===== src/rtl/dmc_pkg.sv =====
// Shared constants and types for the DDR2 configuration and initialisation block.
package dmc_pkg;

    // ------------------------------------------------------------------
    // Command codes on {RAS#, CAS#, WE#} with CS# low
    // ------------------------------------------------------------------
    localparam logic [2:0] CMD_LOAD = 3'h0;
    localparam logic [2:0] CMD_REFRESH = 3'h1;
    localparam logic [2:0] CMD_PRECHARGE = 3'h2;
    localparam logic [2:0] CMD_ACTIVATE = 3'h3;
    localparam logic [2:0] CMD_WRITE = 3'h4;
    localparam logic [2:0] CMD_READ = 3'h5;
    localparam logic [2:0] CMD_NOP = 3'h7;

    // ------------------------------------------------------------------
    // Register selection on BA1:BA0 and widths
    // ------------------------------------------------------------------
    localparam logic [1:0] BANK_BASE = 2'h0;
    localparam logic [1:0] BANK_EXT1 = 2'h1;
    localparam logic [1:0] BANK_EXT2 = 2'h2;
    localparam logic [1:0] BANK_EXT3 = 2'h3;
    localparam int REG_W = 13;
    localparam int ADDR_W = 16;
    localparam int BA_W = 3;

    // ------------------------------------------------------------------
    // Field positions
    // ------------------------------------------------------------------
    localparam int DLL_OFF_BIT = 0;
    localparam int RTT_LO_BIT = 2;
    localparam int AL_LSB = 3;
    localparam int RTT_HI_BIT = 6;
    localparam int CAL_LSB = 7;
    localparam int FAST_REF_BIT = 7;
    localparam int CL_LSB = 4;
    localparam int DLL_RESET_BIT = 8;
    localparam int PRE_ALL_BIT = 10;
    localparam int BA_TOP_BIT = 2;

    // ------------------------------------------------------------------
    // Field values, reset values and counts
    // ------------------------------------------------------------------
    localparam logic [2:0] AL_MAX = 3'h6;
    localparam logic [2:0] CL_MIN = 3'h3;
    localparam logic [2:0] CAL_DEFAULT = 3'h7;
    localparam logic [2:0] CAL_EXIT = 3'h0;
    localparam logic [1:0] RTT_OFF = 2'h0;
    localparam logic [12:0] EXT_RESET = 13'h0000;
    localparam logic [12:0] BASE_RESET = 13'h0000;
    localparam logic [7:0] DLL_LOCK_CYCLES = 8'hC8;
    localparam logic [1:0] REFRESH_MIN = 2'h2;
    localparam int AL_DEPTH = 6;

    // ------------------------------------------------------------------
    // Initialisation progress, Gray coded along the sequence
    // ------------------------------------------------------------------
    typedef enum logic [3:0] {
        ST_WAIT_CKE = 4'h0,
        ST_WAIT_PRE1 = 4'h1,
        ST_WAIT_EXT2 = 4'h3,
        ST_WAIT_EXT3 = 4'h2,
        ST_WAIT_EXT1 = 4'h6,
        ST_WAIT_DLLRST = 4'h7,
        ST_WAIT_PRE2 = 4'h5,
        ST_WAIT_REF = 4'h4,
        ST_WAIT_BASE = 4'hC,
        ST_WAIT_CALDEF = 4'hD,
        ST_WAIT_CALEXIT = 4'hF,
        ST_DONE = 4'hE
    } dmc_init_state_t;

endpackage


===== src/rtl/dmc_al_if.sv =====
// Interface carrying column commands into the additive latency delay line.
`timescale 1ns/1ps
interface dmc_al_if;
    logic rd_cmd;
    logic wr_cmd;
    logic [2:0] al;
    logic rd_int;
    logic wr_int;

    modport ctrl (output rd_cmd, output wr_cmd, output al, input rd_int, input wr_int);
    modport delay (input rd_cmd, input wr_cmd, input al, output rd_int, output wr_int);
endinterface


===== src/rtl/dmc_al_delay.sv =====
// Delay line that holds READ and WRITE commands for the additive latency.
`timescale 1ns/1ps
module dmc_al_delay (
    input wire logic clk_i,
    input wire logic rstn_i,
    dmc_al_if.delay al_bus
);

    logic [dmc_pkg::AL_DEPTH:1] rd_pipe;
    logic [dmc_pkg::AL_DEPTH:1] wr_pipe;
    logic [dmc_pkg::AL_DEPTH:0] rd_tap;
    logic [dmc_pkg::AL_DEPTH:0] wr_tap;

    // Tap 0 is the live command, so a zero latency issues in the same cycle.
    assign rd_tap = {rd_pipe, al_bus.rd_cmd};
    assign wr_tap = {wr_pipe, al_bus.wr_cmd};

    genvar g;
    generate
        for (g = 1; g <= dmc_pkg::AL_DEPTH; g++) begin : g_stage
            always_ff @(posedge clk_i or negedge rstn_i) begin
                if (!rstn_i) begin
                    rd_pipe[g] <= 1'b0;
                    wr_pipe[g] <= 1'b0;
                end else begin
                    rd_pipe[g] <= rd_tap[g-1];
                    wr_pipe[g] <= wr_tap[g-1];
                end
            end
        end
    endgenerate

    // A reserved latency code issues nothing rather than indexing past the line.
    // The latency must not change while commands are in flight.
    assign al_bus.rd_int = (al_bus.al > dmc_pkg::AL_MAX) ? 1'b0 : rd_tap[al_bus.al];
    assign al_bus.wr_int = (al_bus.al > dmc_pkg::AL_MAX) ? 1'b0 : wr_tap[al_bus.al];
endmodule // dmc_al_delay


===== src/rtl/dmc_init_cfg.sv =====
// DDR2 device side: extended configuration registers, latencies, termination, init tracking.
`timescale 1ns/1ps
// Contract
// Additive latency field is three bits, values 0 to 6 only.
// Column commands execute internally additive_latency clocks after arrival.
// Read latency equals additive latency plus CAS latency.
// Write latency is read latency minus one clock.
// Two bits pick termination 50, 75, 150 ohms or off.
// Termination follows the ODT pin, except in self refresh.
// Controller drops ODT before entering self refresh.
// Termination stays off until the first extended register load.
// Controller holds ODT low eight clocks after enabling termination.
// Driver calibration field stays at default outside initialisation.
// Controller sets fast refresh bit when hot on extended-temperature parts.
// Extended loads only with banks idle, then wait the set delay.
// BA2 and address bits above A12 must be zero on loads.
// Only NOP for 200 us, then CKE rises and stays high.
// After 400 ns a PRECHARGE ALL with A10 high.
// Then load register two, then register three with zeros.
// Then load register one with A0 low to enable the loop.
// Then base register load with A8 high resets the loop.
// Then PRECHARGE ALL and at least two REFRESH commands.
// Then base register load with A8 low and operating values.
// Register one loaded with calibration all ones, then all zeros.
// Device ready 200 clocks after the loop reset load.
// CAS latency field accepts 3 to 7 clocks only.
// Register one bit 0 enables the loop; enabling needs a reset.
// Controller spaces init commands with NOPs for recovery delays.
module dmc_init_cfg (
    input wire logic CLK_SYS_I,
    input wire logic RSTN_I,
    input wire logic CKE_I,
    input wire logic CS_N_I,
    input wire logic RAS_N_I,
    input wire logic CAS_N_I,
    input wire logic WE_N_I,
    input wire logic [dmc_pkg::BA_W-1:0] BA_I,
    input wire logic [dmc_pkg::ADDR_W-1:0] ADDR_I,
    input wire logic ODT_I,
    output logic RTT_ON_O,
    output logic [1:0] RTT_CODE_O,
    output logic [2:0] ADDITIVE_LATENCY_O,
    output logic [2:0] CAS_LATENCY_O,
    output logic [3:0] READ_LATENCY_O,
    output logic [3:0] WRITE_LATENCY_O,
    output logic READ_ISSUE_O,
    output logic WRITE_ISSUE_O,
    output logic FAST_REFRESH_O,
    output logic DLL_ENABLED_O,
    output logic DLL_LOCKED_O,
    output logic SELF_REFRESH_O,
    output logic INIT_DONE_O,
    output logic CONFIG_ERROR_O
);

    // ------------------------------------------------------------------
    // Command decode
    // ------------------------------------------------------------------
    logic cke_prev_r;
    logic cmd_en;
    logic [2:0] cmd;
    logic is_load;
    logic is_pre_all;
    logic is_refresh;
    logic upper_bad;
    logic dll_rst_ev;
    logic sr_enter;
    logic sr_exit;

    assign cmd = {RAS_N_I, CAS_N_I, WE_N_I};
    // Commands only register while CKE is high on this and the previous edge.
    assign cmd_en = cke_prev_r && CKE_I && !CS_N_I;
    assign is_load = cmd_en && cmd == dmc_pkg::CMD_LOAD;
    assign is_pre_all = cmd_en && cmd == dmc_pkg::CMD_PRECHARGE && ADDR_I[dmc_pkg::PRE_ALL_BIT];
    assign is_refresh = cmd_en && cmd == dmc_pkg::CMD_REFRESH;
    assign upper_bad = BA_I[dmc_pkg::BA_TOP_BIT] || (ADDR_I[15:13] != 3'h0);
    assign sr_enter = cke_prev_r && !CKE_I && !CS_N_I && cmd == dmc_pkg::CMD_REFRESH;
    assign sr_exit = SELF_REFRESH_O && CKE_I;
    assign dll_rst_ev = (is_load && BA_I[1:0] == dmc_pkg::BANK_BASE
                         && ADDR_I[dmc_pkg::DLL_RESET_BIT]) || sr_exit;

    always_ff @(posedge CLK_SYS_I or negedge RSTN_I) begin
        if (!RSTN_I) begin
            cke_prev_r <= 1'b0;
        end else begin
            cke_prev_r <= CKE_I;
        end
    end

    // ------------------------------------------------------------------
    // Configuration registers
    // ------------------------------------------------------------------
    logic [12:0] ext1_r;
    logic [12:0] ext2_r;
    logic [12:0] ext3_r;
    logic [12:0] base_r;
    logic ext1_seen_r;

    always_ff @(posedge CLK_SYS_I or negedge RSTN_I) begin
        if (!RSTN_I) begin
            ext1_r <= dmc_pkg::EXT_RESET;
            ext2_r <= dmc_pkg::EXT_RESET;
            ext3_r <= dmc_pkg::EXT_RESET;
            base_r <= dmc_pkg::BASE_RESET;
            ext1_seen_r <= 1'b0;
        end else if (is_load) begin
            case (BA_I[1:0])
                dmc_pkg::BANK_EXT1: begin
                    ext1_r <= ADDR_I[12:0];
                    ext1_seen_r <= 1'b1;
                end
                dmc_pkg::BANK_EXT2: ext2_r <= ADDR_I[12:0];
                dmc_pkg::BANK_EXT3: ext3_r <= ADDR_I[12:0];
                default: begin
                    // The loop reset bit clears itself once acted upon.
                    base_r <= ADDR_I[12:0] & ~(13'h0001 << dmc_pkg::DLL_RESET_BIT);
                end
            endcase
        end
    end

    logic [2:0] al_fld;
    logic [2:0] cl_fld;
    logic [1:0] rtt_fld;
    logic [4:0] lat_sum;

    assign al_fld = ext1_r[dmc_pkg::AL_LSB +: 3];
    assign cl_fld = base_r[dmc_pkg::CL_LSB +: 3];
    assign rtt_fld = {ext1_r[dmc_pkg::RTT_HI_BIT], ext1_r[dmc_pkg::RTT_LO_BIT]};
    assign lat_sum = {2'h0, al_fld} + {2'h0, cl_fld};

    // ------------------------------------------------------------------
    // Latencies and status outputs
    // ------------------------------------------------------------------
    logic load_err_r;
    logic reserved_now;

    assign reserved_now = (al_fld > dmc_pkg::AL_MAX) || (cl_fld < dmc_pkg::CL_MIN);

    always_ff @(posedge CLK_SYS_I or negedge RSTN_I) begin
        if (!RSTN_I) begin
            load_err_r <= 1'b0;
        end else if (is_load && upper_bad) begin
            load_err_r <= 1'b1;
        end
    end

    always_ff @(posedge CLK_SYS_I or negedge RSTN_I) begin
        if (!RSTN_I) begin
            ADDITIVE_LATENCY_O <= 3'h0;
            CAS_LATENCY_O <= 3'h0;
            READ_LATENCY_O <= 4'h0;
            WRITE_LATENCY_O <= 4'h0;
            FAST_REFRESH_O <= 1'b0;
            DLL_ENABLED_O <= 1'b0;
            CONFIG_ERROR_O <= 1'b0;
        end else begin
            ADDITIVE_LATENCY_O <= al_fld;
            CAS_LATENCY_O <= cl_fld;
            READ_LATENCY_O <= lat_sum[3:0];
            // A zero sum only arises from reserved settings; it is held at zero.
            WRITE_LATENCY_O <= (lat_sum == 5'h00) ? 4'h0 : 4'(lat_sum - 5'h01);
            FAST_REFRESH_O <= ext2_r[dmc_pkg::FAST_REF_BIT];
            DLL_ENABLED_O <= !ext1_r[dmc_pkg::DLL_OFF_BIT];
            CONFIG_ERROR_O <= load_err_r || reserved_now;
        end
    end

    // ------------------------------------------------------------------
    // Self refresh and termination
    // ------------------------------------------------------------------
    logic odt_ok;

    // Termination is cut once self refresh is registered, so an ODT still high at the entry edge keeps it on for one cycle.
    assign odt_ok = (rtt_fld != dmc_pkg::RTT_OFF) && ext1_seen_r && !SELF_REFRESH_O;

    always_ff @(posedge CLK_SYS_I or negedge RSTN_I) begin
        if (!RSTN_I) begin
            SELF_REFRESH_O <= 1'b0;
        end else if (sr_enter) begin
            SELF_REFRESH_O <= 1'b1;
        end else if (sr_exit) begin
            SELF_REFRESH_O <= 1'b0;
        end
    end

    always_ff @(posedge CLK_SYS_I or negedge RSTN_I) begin
        if (!RSTN_I) begin
            RTT_ON_O <= 1'b0;
            RTT_CODE_O <= dmc_pkg::RTT_OFF;
        end else begin
            RTT_ON_O <= odt_ok && ODT_I;
            RTT_CODE_O <= (odt_ok && ODT_I) ? rtt_fld : dmc_pkg::RTT_OFF;
        end
    end

    // ------------------------------------------------------------------
    // Loop lock timer
    // ------------------------------------------------------------------
    logic [7:0] lock_cnt_r;
    logic lock_armed_r;

    always_ff @(posedge CLK_SYS_I or negedge RSTN_I) begin
        if (!RSTN_I) begin
            lock_cnt_r <= 8'h00;
            lock_armed_r <= 1'b0;
        end else if (dll_rst_ev) begin
            lock_cnt_r <= dmc_pkg::DLL_LOCK_CYCLES - 8'h01;
            lock_armed_r <= 1'b1;
        end else if (lock_cnt_r != 8'h00) begin
            lock_cnt_r <= lock_cnt_r - 8'h01;
        end
    end

    assign DLL_LOCKED_O = DLL_ENABLED_O && lock_armed_r && lock_cnt_r == 8'h00;

    // ------------------------------------------------------------------
    // Initialisation progress
    // ------------------------------------------------------------------
    dmc_pkg::dmc_init_state_t state_r;
    logic [1:0] ref_cnt_r;

    always_ff @(posedge CLK_SYS_I or negedge RSTN_I) begin
        if (!RSTN_I) begin
            ref_cnt_r <= 2'h0;
        end else if (state_r != dmc_pkg::ST_WAIT_REF) begin
            ref_cnt_r <= 2'h0;
        end else if (is_refresh && ref_cnt_r != dmc_pkg::REFRESH_MIN) begin
            ref_cnt_r <= ref_cnt_r + 2'h1;
        end
    end

    always_ff @(posedge CLK_SYS_I or negedge RSTN_I) begin
        if (!RSTN_I) begin
            state_r <= dmc_pkg::ST_WAIT_CKE;
        end else begin
            case (state_r)
                dmc_pkg::ST_WAIT_CKE: begin
                    if (CKE_I) state_r <= dmc_pkg::ST_WAIT_PRE1;
                end
                dmc_pkg::ST_WAIT_PRE1: begin
                    if (is_pre_all) state_r <= dmc_pkg::ST_WAIT_EXT2;
                end
                dmc_pkg::ST_WAIT_EXT2: begin
                    if (is_load && BA_I[1:0] == dmc_pkg::BANK_EXT2) begin
                        state_r <= dmc_pkg::ST_WAIT_EXT3;
                    end
                end
                dmc_pkg::ST_WAIT_EXT3: begin
                    if (is_load && BA_I[1:0] == dmc_pkg::BANK_EXT3) begin
                        state_r <= dmc_pkg::ST_WAIT_EXT1;
                    end
                end
                dmc_pkg::ST_WAIT_EXT1: begin
                    if (is_load && BA_I[1:0] == dmc_pkg::BANK_EXT1 && !ADDR_I[0]) begin
                        state_r <= dmc_pkg::ST_WAIT_DLLRST;
                    end
                end
                dmc_pkg::ST_WAIT_DLLRST: begin
                    if (dll_rst_ev && is_load) state_r <= dmc_pkg::ST_WAIT_PRE2;
                end
                dmc_pkg::ST_WAIT_PRE2: begin
                    if (is_pre_all) state_r <= dmc_pkg::ST_WAIT_REF;
                end
                dmc_pkg::ST_WAIT_REF: begin
                    if (ref_cnt_r == dmc_pkg::REFRESH_MIN) state_r <= dmc_pkg::ST_WAIT_BASE;
                end
                dmc_pkg::ST_WAIT_BASE: begin
                    if (is_load && BA_I[1:0] == dmc_pkg::BANK_BASE
                        && !ADDR_I[dmc_pkg::DLL_RESET_BIT]) begin
                        state_r <= dmc_pkg::ST_WAIT_CALDEF;
                    end
                end
                dmc_pkg::ST_WAIT_CALDEF: begin
                    if (is_load && BA_I[1:0] == dmc_pkg::BANK_EXT1
                        && ADDR_I[dmc_pkg::CAL_LSB +: 3] == dmc_pkg::CAL_DEFAULT) begin
                        state_r <= dmc_pkg::ST_WAIT_CALEXIT;
                    end
                end
                dmc_pkg::ST_WAIT_CALEXIT: begin
                    if (is_load && BA_I[1:0] == dmc_pkg::BANK_EXT1
                        && ADDR_I[dmc_pkg::CAL_LSB +: 3] == dmc_pkg::CAL_EXIT) begin
                        state_r <= dmc_pkg::ST_DONE;
                    end
                end
                dmc_pkg::ST_DONE: state_r <= dmc_pkg::ST_DONE;
                default: state_r <= dmc_pkg::ST_WAIT_CKE;
            endcase
        end
    end

    assign INIT_DONE_O = state_r == dmc_pkg::ST_DONE && DLL_LOCKED_O;

    // ------------------------------------------------------------------
    // Additive latency delay line
    // ------------------------------------------------------------------
    dmc_al_if al_bus ();

    assign al_bus.rd_cmd = cmd_en && cmd == dmc_pkg::CMD_READ;
    assign al_bus.wr_cmd = cmd_en && cmd == dmc_pkg::CMD_WRITE;
    assign al_bus.al = al_fld;
    assign READ_ISSUE_O = al_bus.rd_int;
    assign WRITE_ISSUE_O = al_bus.wr_int;

    dmc_al_delay u_al_delay (
        .clk_i(CLK_SYS_I),
        .rstn_i(RSTN_I),
        .al_bus(al_bus)
    );

    // ------------------------------------------------------------------
    // Checks
    // ------------------------------------------------------------------
    logic [7:0] since_rst_r;

    always_ff @(posedge CLK_SYS_I or negedge RSTN_I) begin
        if (!RSTN_I) begin
            since_rst_r <= 8'h00;
        end else if (dll_rst_ev) begin
            since_rst_r <= 8'h01;
        end else if (since_rst_r != 8'hFF) begin
            since_rst_r <= since_rst_r + 8'h01;
        end
    end
endmodule // dmc_init_cfg


===== config.mk =====
export PLATFORM = sky130hd
export DESIGN_NAME = dmc_init_cfg
export DESIGN_NICKNAME = d
export VERILOG_FILES = /design/src/rtl/dmc_pkg.sv /design/src/rtl/dmc_al_if.sv /design/src/rtl/dmc_al_delay.sv /design/src/rtl/dmc_init_cfg.sv
export SDC_FILE = /design/constraint.sdc
export NUM_CORES = 1
export LEC_CHECK = 0
export ABC_AREA = 1
export BUFFER_PORTS_ARGS = -buffer_cell sky130_fd_sc_hd__buf_2
export CORE_MARGIN = 1
export CORE_UTILIZATION = 50
export CTS_BUF_LIST = sky130_fd_sc_hd__clkbuf_8
export CTS_CLUSTER_DIAMETER = 100
export CTS_CLUSTER_SIZE = 25
export DETAILED_ROUTE_END_ITERATION = 10
export GPL_TIMING_DRIVEN = 0
export PLACE_DENSITY = 0.82
export SETUP_SLACK_MARGIN = 0.2
export SYNTH_ARGS = -nofsm -noshare
export SYNTH_HDL_FRONTEND = slang
export SYNTH_SLANG_ARGS = --single-unit

===== constraint.sdc =====
create_clock -name CLK_SYS_I -period 2.8 [get_ports CLK_SYS_I]
set_input_delay 0.28 -clock CLK_SYS_I [delete_from_list [all_inputs] [get_ports CLK_SYS_I]]
set_output_delay 0.28 -clock CLK_SYS_I [all_outputs]
set_load 0.03 [all_outputs]

**Word-level counts from Yosys, hierarchy flattened**

Index checks and enable logic that the tools add are counted.

- Flip-flop bits (word level): 73
- Logic and storage cells: 156

- Mux-type cells: 26
- Reduce and logical (&&, ||, !) cells: 57
- Bitwise gates (word level): 1
- Add/sub/neg operators: 4
- Magnitude comparators: 3
- Equal/unequal tests: 33

Operators with widths:

| cell | count |
|---|---|
| $mux 4 | 12 |
| $pmux 4 s12 | 1 |
| $logic_and 1x1->1 | 30 |
| $ne 2x2->1 const B | 12 |
| $eq 4x3->1 const B | 4 |
| $eq 4x4->1 const B | 4 |
| $mux 8 | 2 |
| $reduce_and 11->1 | 1 |
| $eq 3x3->1 const B | 3 |
| $eq 4x2->1 const B | 2 |
| $logic_not 8->1 | 1 |
| $reduce_bool 2->1 | 4 |
| $reduce_bool 8->1 | 1 |
| $sub 8x1->8 const B | 1 |
| $bmux 1 s3 | 2 |
| $eq 2x2->1 const B | 3 |
| $logic_not 1->1 | 6 |
| $logic_not 3->1 | 2 |
| $mux 1 | 6 |
| $mux 2 | 3 |
| $reduce_and 2->1 | 3 |
| $logic_not 5->1 | 1 |
| $add 3x3->4 | 1 |
| $eq 4x1->1 const B | 1 |
| 15 further kinds | 18 |

**Logic depth before layout (Yosys ltp)**

Gate-level depths: netlist of the first run.

- Depth after elaboration: 9
- Mapped depth: 11
- Mapped depth without buffers: 11

**Hierarchy**

From an unflattened synthesis of the first run, not the netlist that was laid out.

- Cell total of the unflattened synthesis: 321
- Area total of the unflattened synthesis: 2755.1 µm²

Modules (own cells, without submodules):

| module | cells an instance | area each (µm²) | instances |
|---|---|---|---|
| dmc_init_cfg | 266 | 2285.9 | 1 |
| dmc_al_delay | 55 | 469.2 | 1 |

**Worst setup path before layout of the first run**

Ideal clock, no wire load.

- Path kind: reg2out
- Start: register lock_cnt_r[0]
- End: output INIT_DONE_O
- Arrival: 1.916 ns
- Stages on the path, launching flop included: 7
- Required time: 2.520 ns
- Path slack: 0.604 ns
- Cells stage by stage: dfrtp_1 inv_1 ha_1 nand4_1 nor2_1 nand2_1 nor4_1

- Word-level cells in the longest chain between the ends: 3

Ends and longest elaborated chain:

| item | line | source |
|---|---|---|
| from (decl) | dmc_init_cfg.sv:200 | `logic [7:0] lock_cnt_r;` |
| from (signal assigned) | dmc_init_cfg.sv:208 | `lock_cnt_r <= dmc_pkg::DLL_LOCK_CYCLES - 8'h01;` |
| from (signal assigned) | dmc_init_cfg.sv:211 | `lock_cnt_r <= lock_cnt_r - 8'h01;` |
| $logic_not 8->1 | dmc_init_cfg.sv:215 | `assign DLL_LOCKED_O = DLL_ENABLED_O && lock_armed_r && lock_cnt_r == 8'h00;` |
| $logic_and 1x1->1 | dmc_init_cfg.sv:215 |  |
| $logic_and 1x1->1 | dmc_init_cfg.sv:292 | `assign INIT_DONE_O = state_r == dmc_pkg::ST_DONE && DLL_LOCKED_O;` |
| to (decl) | dmc_init_cfg.sv:52 | `output logic INIT_DONE_O,` |

Every way passes these cells.

**Final worst setup path of the first run**

Ends and elaborated chain as after synthesis.

==> impl_metrics.yaml, run 1 <==
status:
  status: "complete, no violations"
cts:
  clock_latency_ns: 0.34
  clock_path_buffers: 2
  cts_hold_buf: 0
  cts_tree: "built"
  h-tree-depth: 3
  clkSinkCount: 61
  post_cts_resized: 0
  clkTransAtPathRegs_ns: 0.07
  cts_buffers: 9
  post-cts-setup-buffers: 0
  cts_root_buffer: "clkbuf_8"
die:
  start_util_pct: 52.6
  dieHeight_um: 76.0
  io_pins: 52
  core_mm2: 0.00520
  fp.dieW_um: 76.0
  die_area_mm2: 0.00578
  fp-row-count: 26
worst_setup_path:
  reg2reg_from: "ext1_r[4]"
  setup.worst_path.start_class: "flip-flop"
  crit_chain: "inv_1 > ha_1 > nand4_1 > nor2_1 > nand2_1 > nor4_1 > buf_2"
  worstRegToRegCells: 7
  crit_fanout: 7
  critical_path_class: "flip-flop to primary output"
  slowest_stage: "dfrtp_1"
  critical-path-max-stage-delay_ns: 0.37
  rr_endpoint: "WRITE_LATENCY_O[2]"
  reg2reg_slack_ns: 0.88
  crit_required_ns: 2.52
  arrival_ns: 1.96
  crit_start: "lock_cnt_r[0]"
  critPathCapture: "INIT_DONE_O"
  cp-end-kind: "primary output"
global_route:
  overflow: 0
  antenna_found_initial: 0
  grt_max_degree: 62
  grt_pass1_vias: 2124
  gr-usage-all-layers_pct: 20.6
  grt_pass1_wl_mm: 9.14
timing:
  slew_viol_final: 0
  slew_headroom_pct: 51.2
  worstMarginPinSlew_ns: 0.731
  setup_violations: 0
  layout_setup_ws_ns: 0.562
  hold_viol_final: 0
  min_period_ns: 2.24
  clock_skew_ns: 0.00722
  fmax_mhz: 447
  tns_ns: 0
  rsz0062_at_grt: "false"
  min_period_over_period_pct: 79.9
routing:
  drt_iter0_drc: 161
  wl_per_cell_um: 12.4
  wl_mm: 5.39
  ant_nets: 0
  route.detailed.drc: 0
  viasPerCell: 5.07
  vias: 2209
  firstDrtPassIters: 4
synth:
  yosys.cell_count.top_type: "dfrtp_1"
  syn_inst: 303
  yosysWarnings: 0
  ys_async_sr_fraction_pct: 100
  yosys-top-cells-count: "dfrtp_1, nand2_1, inv_1, nor2_1, o21ai_0"
  synth_area_mm2: 0.00274
  synth_seq_cells: 61
  synthTopCellsByArea: "dfrtp_1, nand2_1, inv_1, nor2_1, o21ai_0"
  ys_seq_area_share_pct: 55.8
  yosysTopAreaCellShare_pct: 55.8
  yosysUniqueCellTypes: 36
  synth.largest_area_cell: "dfrtp_1"
  ys.flop_type: "dfrtp_1"
  synth-edff-count: 0
  synth_nets: 336
  syn_area_per_cell_um2: 9.04
cells_and_area:
  area_delta_synth_final_pct: 20.7
  fin_area_mm2: 0.00330
  drive_gt1_share_pct: 21.9
  n_antenna_cell: 0
  nNetsFinal: 395
  nFillCells: 440
pwr:
  p_leak_nw: 1.81
  cellPowerDensity_mw_per_mm2: 840
  vdd_drop_max_mv: 0.451
placement:
  place_area_mm2: 0.00307
  portBuffers: 48
  hpwlAfterDp_mm: 3.86
  pre_cts_ws_ns: 0.923
  place.gp.congestion: 0.888
run:
  maxCapViolCount: 0
worst_hold_path:
  hold_class: "input port to asynchronous set/reset pin"
==> cell families after synthesis <==
| group | synth area share, % |
|---|---|
| simple gates | 23.3 |
| flops | 55.8 |
| buf+inv | 7.31 |
| compound gates | 9.23 |
| fa+ha+maj | 3.02 |
| xor+xnor | 0.960 |
| mux | 0.411 |
==> layer usage <==
metal	routed length (um)	GRT usage [%]
met5	0	0
met3	228	5.15
met4	78	11.3
met1	2400	24.8
met2	2680	33.9
==> worst min-delay path by stage <==
stage                                       end  cells past startpoint                  start
after floorplan           ADDITIVE_LATENCY_O[0]                      0                 RSTN_I
after global placement           FAST_REFRESH_O                      0              ext2_r[7]
after detailed placement  u_al_delay.wr_pipe[5]                      0  u_al_delay.wr_pipe[4]
after CTS                            cke_prev_r                      1                  CKE_I
after global routing      u_al_delay.wr_pipe[6]                      1                 RSTN_I
final                     u_al_delay.wr_pipe[6]                      1                 RSTN_I
==> sequential cells by signal (all words and copies together) (netlist names), 3 cells and up <==
name,count
lock_cnt_r,8
ext1_r,6
u_al_delay.rd_pipe,6
u_al_delay.wr_pipe,6
READ_LATENCY_O,4
WRITE_LATENCY_O,4
state_r,4
ADDITIVE_LATENCY_O,3
CAS_LATENCY_O,3
base_r,3
==> layout make-up <==
| type | count | area [um^2] | share of cell area [%] |
|---|---|---|---|
| Multi-Input combinational cell | 189 | 1010 | 30.6 |
| Buffer | 2 | 7.51 | 0.227 |
| Clock inverter | 6 | 113 | 3.41 |
| Sequential cell | 61 | 1530 | 46.2 |
| Timing Repair Buffer | 48 | 243 | 7.35 |
| Clock buffer | 9 | 124 | 3.75 |
| Tap cell | 70 | 87.6 | 2.65 |
| Inverter | 51 | 193 | 5.83 |
==> per-stage QoR <==
| step | power [W] | std cells | hold WS [ns] | util, % |
|---|---|---|---|---|
| 5_1_grt | 0.00295 | 436 | 0.0673 | 63.5 |
| 3_3_place_gp | 0.00183 | 421 | 0.355 | 58.9 |
| 6_report | 0.00278 | 436 | 0.00376 | 63.5 |
| 2_1_floorplan | 0.00167 | 303 | -0.0156 | - |
| 4_1_cts | 0.00279 | 436 | 0.117 | 63.4 |
| 3_5_place_dp | 0.00185 | 421 | 0.359 | 58.9 |
==> cell usage in the layout, fill, tap and decap left out, drive strengths merged, types with 3 or more instances in the layout <==
| cell type | count |
|---|---|
| nand4 | 6 |
| clkbuf | 11 |
| dfrtp | 61 |
| a21oi | 12 |
| nor2 | 39 |
| clkinv | 4 |
| ha | 5 |
| inv | 50 |
| nand3 | 19 |
| nor3 | 5 |
| buf | 48 |
| o21ai | 21 |
| bufinv | 3 |
| nand2 | 62 |
==> worst max-delay path: cells and delay by family (launching register included) <==
kind / cells / cell delay (ns)
fa+ha+maj: 1 / 0.21
simple gates: 4 / 0.68
flops: 1 / 0.37
buf+inv: 2 / 0.36
==> power by group <==
part	leakage [nW]	internal (W)	switching, W
Sequential	0.764	0.00101	0.0000946
Combinational	0.923	0.000254	0.000481
Clock	0.119	0.000587	0.000349
Total	1.81	0.00185	0.000925
Note: power is estimated with default switching activity, not from simulation.
==> inputs of run 2 (changes only) <==
PLACE_DENSITY = 0.85   (was 0.82)
clock period = 1.8 ns   (was 2.8 ns; I/O delays follow)
==> impl_metrics.yaml, run 2 (synthesis gave the netlist of run 1 again) <==
status:
  status: "finished, violations left"
  violations: "negative setup slack"
cts:
  h-tree-depth: 3
  clkSinkCount: 61
  clock_path_buffers: 2
  cts_root_buffer: "clkbuf_8"
  clkTransAtPathRegs_ns: 0.07
  clock_latency_ns: 0.34
  cts_buffers: 9
  cts_tree: "built"
worst_setup_path:
  crit_start: "lock_cnt_r[1]"
  arrival_ns: 1.68
  rr_endpoint: "WRITE_LATENCY_O[2]"
  crit_fanout: 3
  critical_path_class: "flip-flop to primary output"
  reg2reg_from: "ext1_r[3]"
  setup.worst_path.start_class: "flip-flop"
  reg2reg_slack_ns: 0.08
  crit_required_ns: 1.62
  cp-end-kind: "primary output"
  critPathCapture: "INIT_DONE_O"
  worstRegToRegCells: 7
die:
  start_util_pct: 52.6
  dieHeight_um: 76.0
  die_area_mm2: 0.00578
  io_pins: 52
  fp-row-count: 26
  fp.dieW_um: 76.0
  core_mm2: 0.00520
timing:
  slew_headroom_pct: 50.0
  fmax_mhz: 539
  layout_setup_ws_ns: -0.0554
  rsz0062_at_grt: "true"
  worstMarginPinSlew_ns: 0.751
  hold_viol_final: 0
  min_period_ns: 1.86
  setup_violations: 1
  slew_viol_final: 0
  clock_skew_ns: 0.00625
  min_period_over_period_pct: 103
cells_and_area:
  nNetsFinal: 419
  n_antenna_cell: 0
  final_util_pct: 71.2
  area_delta_synth_final_pct: 35.3
  final_cell_mix: "dfrtp_1, nand2_1, buf_2, inv_1, nor2_1"
  regMostFlops: "lock_cnt_r"
  fin_cells: 461
  largest_register_ffs: 8
  drive_gt1_share_pct: 37.1
  nFillCells: 350
  final_common_cell: "dfrtp_1"
global_route:
  overflow: 0
  gr-usage-all-layers_pct: 24.0
  grt_max_degree: 62
  grt_pass1_vias: 2328
  antenna_found_initial: 0
  grt_pass1_wl_mm: 10.8
routing:
  drt_iter0_drc: 200
  route.detailed.drc: 0
  ant_nets: 0
  vias: 2398
  viasPerCell: 5.20
  wl_per_cell_um: 14.5
  firstDrtPassIters: 4
  wl_mm: 6.70
run:
  maxCapViolCount: 0
placement:
  portBuffers: 48
  hpwlAfterDp_mm: 3.94
  dp.cells: 421
  place.gp.congestion: 0.915
pwr:
  p_leak_nw: 1.94
  cellPowerDensity_mw_per_mm2: 1220
  vdd_drop_max_mv: 0.607
worst_hold_path:
  hold_class: "input port to flip-flop"
  hp-start: "CKE_I"
[run 2: worst min path at each step]
| stage | end | slack [ns] | cells past startpoint |
|---|---|---|---|
| CTS | cke_prev_r | 0.02 | 1 |
| global route | cke_prev_r | 0.03 | 1 |
| detailed placement | u_al_delay.wr_pipe[2] | 0.36 | 0 |
| global placement | FAST_REFRESH_O | 0.35 | 0 |
| floorplan | ADDITIVE_LATENCY_O[0] | -0.12 | 0 |
| finish | cke_prev_r | 0.04 | 1 |
[run 2: layer usage]
metal	routed length [um]	GRT usage, %	vias to the layer above
li1	-	-	1143
met4	209	15.8	0
met5	0	0	-
met3	334	4.31	22
met2	3470	40.5	93
met1	2680	28.3	1140
[run 2: timing repair]
| item | CTS | global route |
|---|---|---|
| endpoints found under the setup margin | 13 | 21 |
| hold endpoints to repair | 0 | 61 |
| gates cloned | 1 | 0 |
| gates resized for setup | 40 | 37 |
| pin swaps | 12 | 12 |
| setup buffers | 13 | 9 |
| hold buffers | 0 | 1 |
[run 2: area by class of cell]
type / count / area, um^2 / share of cell area, %
Sequential cell: 61 / 1530 / 41.3
Multi-Input combinational cell: 189 / 1190 / 32.1
Timing Repair Buffer: 72 / 474 / 12.8
Inverter: 51 / 200 / 5.41
Clock buffer: 10 / 138 / 3.72
Tap cell: 70 / 87.6 / 2.36
Clock inverter: 6 / 63.8 / 1.72
Buffer: 2 / 20.0 / 0.541
[run 2: stage by stage]
stage	hold slack (ns)	total power, W	TNS, ns	instance area [um^2]	worst slack (ns)
global placement	0.353	0.00286	-0.0118	3090	-0.0118
CTS	0.0227	0.00430	-0.0724	3520	-0.0724
finish	0.0372	0.00453	-0.0554	3700	-0.0554
floorplan	-0.116	0.00261	0	2760	0.160
global route	0.0333	0.00480	-0.216	3700	-0.157
detailed placement	0.362	0.00292	-0.0951	3090	-0.0616
[run 2: worst max-delay path: stages (launching register included)]
cell and delay, ns:
dfrtp_1 0.39, inv_2 0.09, ha_4 0.13, nand4_1 0.13, nor2_2 0.18, nand2_4 0.09, nor4_4 0.16, buf_6 0.17
[run 2: report_power, final]
group | switching [W] | total (W) | internal (W) | leakage [nW]
combinational | 0.000972 | 0.00158 | 0.000612 | 1.07
clock | 0.000554 | 0.00123 | 0.000674 | 0.104
sequential | 0.000151 | 0.00172 | 0.00157 | 0.760
total | 0.00168 | 0.00453 | 0.00286 | 1.94
==> inputs of run 3 (changes only) <==
CAP_MARGIN = 0   (was default)
SYNTH_HIERARCHICAL = 1   (was default)
==> impl_metrics.yaml, run 3 <==
status:
  status: "finished, violations left"
  violations: "negative setup slack"
cells_and_area:
  nNetsFinal: 435
  regMostFlops: "lock_cnt_r"
  area_delta_synth_final_pct: 34.1
  final_cell_mix: "nand2_1, dfrtp_1, inv_1, buf_2, nor2_1"
  largest_register_ffs: 8
  final_common_cell: "nand2_1"
  drive_gt1_share_pct: 33.9
  nFillCells: 393
  n_antenna_cell: 0
die:
  fp.dieW_um: 76.2
  die_area_mm2: 0.00581
  dieHeight_um: 76.2
  core_mm2: 0.00520
  fp-row-count: 26
  io_pins: 52
  start_util_pct: 52.9
routing:
  viasPerCell: 5.02
  firstDrtPassIters: 4
  drt_iter0_drc: 193
  ant_nets: 0
  route.detailed.drc: 0
  wl_per_cell_um: 13.2
  vias: 2396
  wl_mm: 6.28
placement:
  place.gp.congestion: 0.906
  portBuffers: 48
  pre_cts_ws_ns: -0.0792
  hpwlAfterDp_mm: 3.94
worst_hold_path:
  hp-start: "CKE_I"
  hold-path-endpoint: "cke_prev_r"
  hold_class: "input port to flip-flop"
  hold_path_depth: 1
global_route:
  antenna_found_initial: 0
  grt_pass1_wl_mm: 10.2
  overflow: 0
  gr-usage-all-layers_pct: 22.7
  grt_max_degree: 62
  grt_pass1_vias: 2367
timing:
  clock_skew_ns: 0.00512
  min_period_ns: 1.83
  layout_setup_ws_ns: -0.0269
  slew_headroom_pct: 50.5
  setup_violations: 1
  hold_viol_final: 0
  fmax_mhz: 547
  min_period_over_period_pct: 101
  worstMarginPinSlew_ns: 0.742
  rsz0062_at_grt: "true"
  slew_viol_final: 0
synth:
  synth_nets: 354
  yosysUniqueCellTypes: 31
  yosys.cell_count.top_type: "nand2_1"
  synth_area_mm2: 0.00276
  yosysTopAreaCellShare_pct: 55.4
  synth-edff-count: 0
  synth_seq_cells: 61
  synthTopCellsByArea: "dfrtp_1, nand2_1, inv_1, nand3_1, nor2_1"
  ys_async_sr_fraction_pct: 100
  ys_seq_area_share_pct: 55.4
  syn_inst: 321
  yosysWarnings: 6
  ys.flop_type: "dfrtp_1"
  synth.largest_area_cell: "dfrtp_1"
  syn_area_per_cell_um2: 8.58
  yosys-top-cells-count: "nand2_1, dfrtp_1, inv_1, nor2_1, nand3_1"
pwr:
  p_total_w: 0.00462
  vdd_drop_max_mv: 0.874
  cellPowerDensity_mw_per_mm2: 1250
  p_leak_nw: 1.95
cts:
  cts_tree: "built"
  cts_root_buffer: "clkbuf_8"
  clock_latency_ns: 0.34
  h-tree-depth: 3
  clkTransAtPathRegs_ns: 0.07
  cts_buffers: 9
  clkSinkCount: 61
  clock_path_buffers: 2
worst_setup_path:
  worstRegToRegCells: 9
  critical_path_class: "flip-flop to primary output"
  reg2reg_slack_ns: 0.14
  crit_required_ns: 1.62
  reg2reg_from: "ext1_r[3]"
  cp-end-kind: "primary output"
  rr_endpoint: "WRITE_LATENCY_O[2]"
  arrival_ns: 1.65
  crit_fanout: 3
  setup.worst_path.start_class: "flip-flop"
run:
  maxCapViolCount: 0
[run 3: metrics by stage]
step | util, % | cells | cell area [um^2] | hold WS (ns) | TNS, ns
2_1_floorplan | - | 321 | 2790 | -0.116 | 0
3_3_place_gp | 59.8 | 439 | 3110 | 0.357 | 0
3_5_place_dp | 59.8 | 439 | 3110 | 0.362 | -0.0792
4_1_cts | 67.7 | 467 | 3520 | 0.00840 | -0.0484
5_1_grt | 71.0 | 477 | 3690 | 0.0209 | -0.232
6_report | 71.0 | 477 | 3690 | 0.0265 | -0.0269
[run 3: timing repair]
item,CTS,global route
endpoints found under the hold margin,0,61
gates cloned,0,1
setup buffers,12,8
setup endpoints to repair,15,23
pin swaps,11,13
hold buffers,0,1
resized for setup,31,33
[run 3: how the worst max path moves through the flow]
stage                   from          end  slack, ns
6_report       lock_cnt_r[1]  INIT_DONE_O      -0.03
5_1_grt        lock_cnt_r[1]  INIT_DONE_O      -0.14
4_1_cts        lock_cnt_r[1]  INIT_DONE_O      -0.05
3_5_place_dp   lock_cnt_r[0]  INIT_DONE_O      -0.08
3_3_place_gp   lock_cnt_r[0]  INIT_DONE_O       0.02
2_1_floorplan  lock_cnt_r[0]  INIT_DONE_O       0.16
[run 3: kinds of logic after synthesis]
kind of cell             share of synthesized area [%]
flip-flops                                        55.4
AND/OR/NAND/NOR                                   25.4
multiplexers                                     0.817
XOR/XNOR                                         0.954
AO/OA/AOI/OAI                                     6.36
adder cells (fa/ha/maj)                           3.00
buffers and inverters                             8.04
[run 3: power by group]
part	switching, W	internal [W]	leakage [nW]	total, W
clock	0.000560	0.000774	0.111	0.00133
combinational	0.000956	0.000601	1.07	0.00156
sequential	0.000148	0.00158	0.769	0.00173
[run 3: metal layers]
metal / up-vias / GRT usage [%] / part of all wire (%)
met4: 0 / 11.0 / 1.4
met2: 78 / 36.9 / 49
li1: 1169 / - / -
met3: 9 / 5.39 / 6.2
met5: - / 0 / 0
met1: 1140 / 28.5 / 43
[run 3: area by class of cell]
| cell class | count | area (um^2) | area share (%) |
|---|---|---|---|
| plain buffers | 2 | 16.3 | 0.440 |
| flip-flops and latches | 61 | 1530 | 41.5 |
| clock buffers | 9 | 124 | 3.35 |
| repair buffers | 70 | 447 | 12.1 |
| well taps | 70 | 87.6 | 2.37 |
| multi-input cells | 203 | 1190 | 32.2 |
| inverters | 55 | 206 | 5.59 |
| clock inverters | 7 | 90.1 | 2.44 |
[run 3: worst max-delay path: stages, from the launching register on]
cell and delay, ns:
dfrtp_1 0.39, inv_2 0.10, ha_4 0.14, nand4_1 0.11, nor2_2 0.15, nand2_2 0.11
nor4_4 0.13, buf_4 0.19
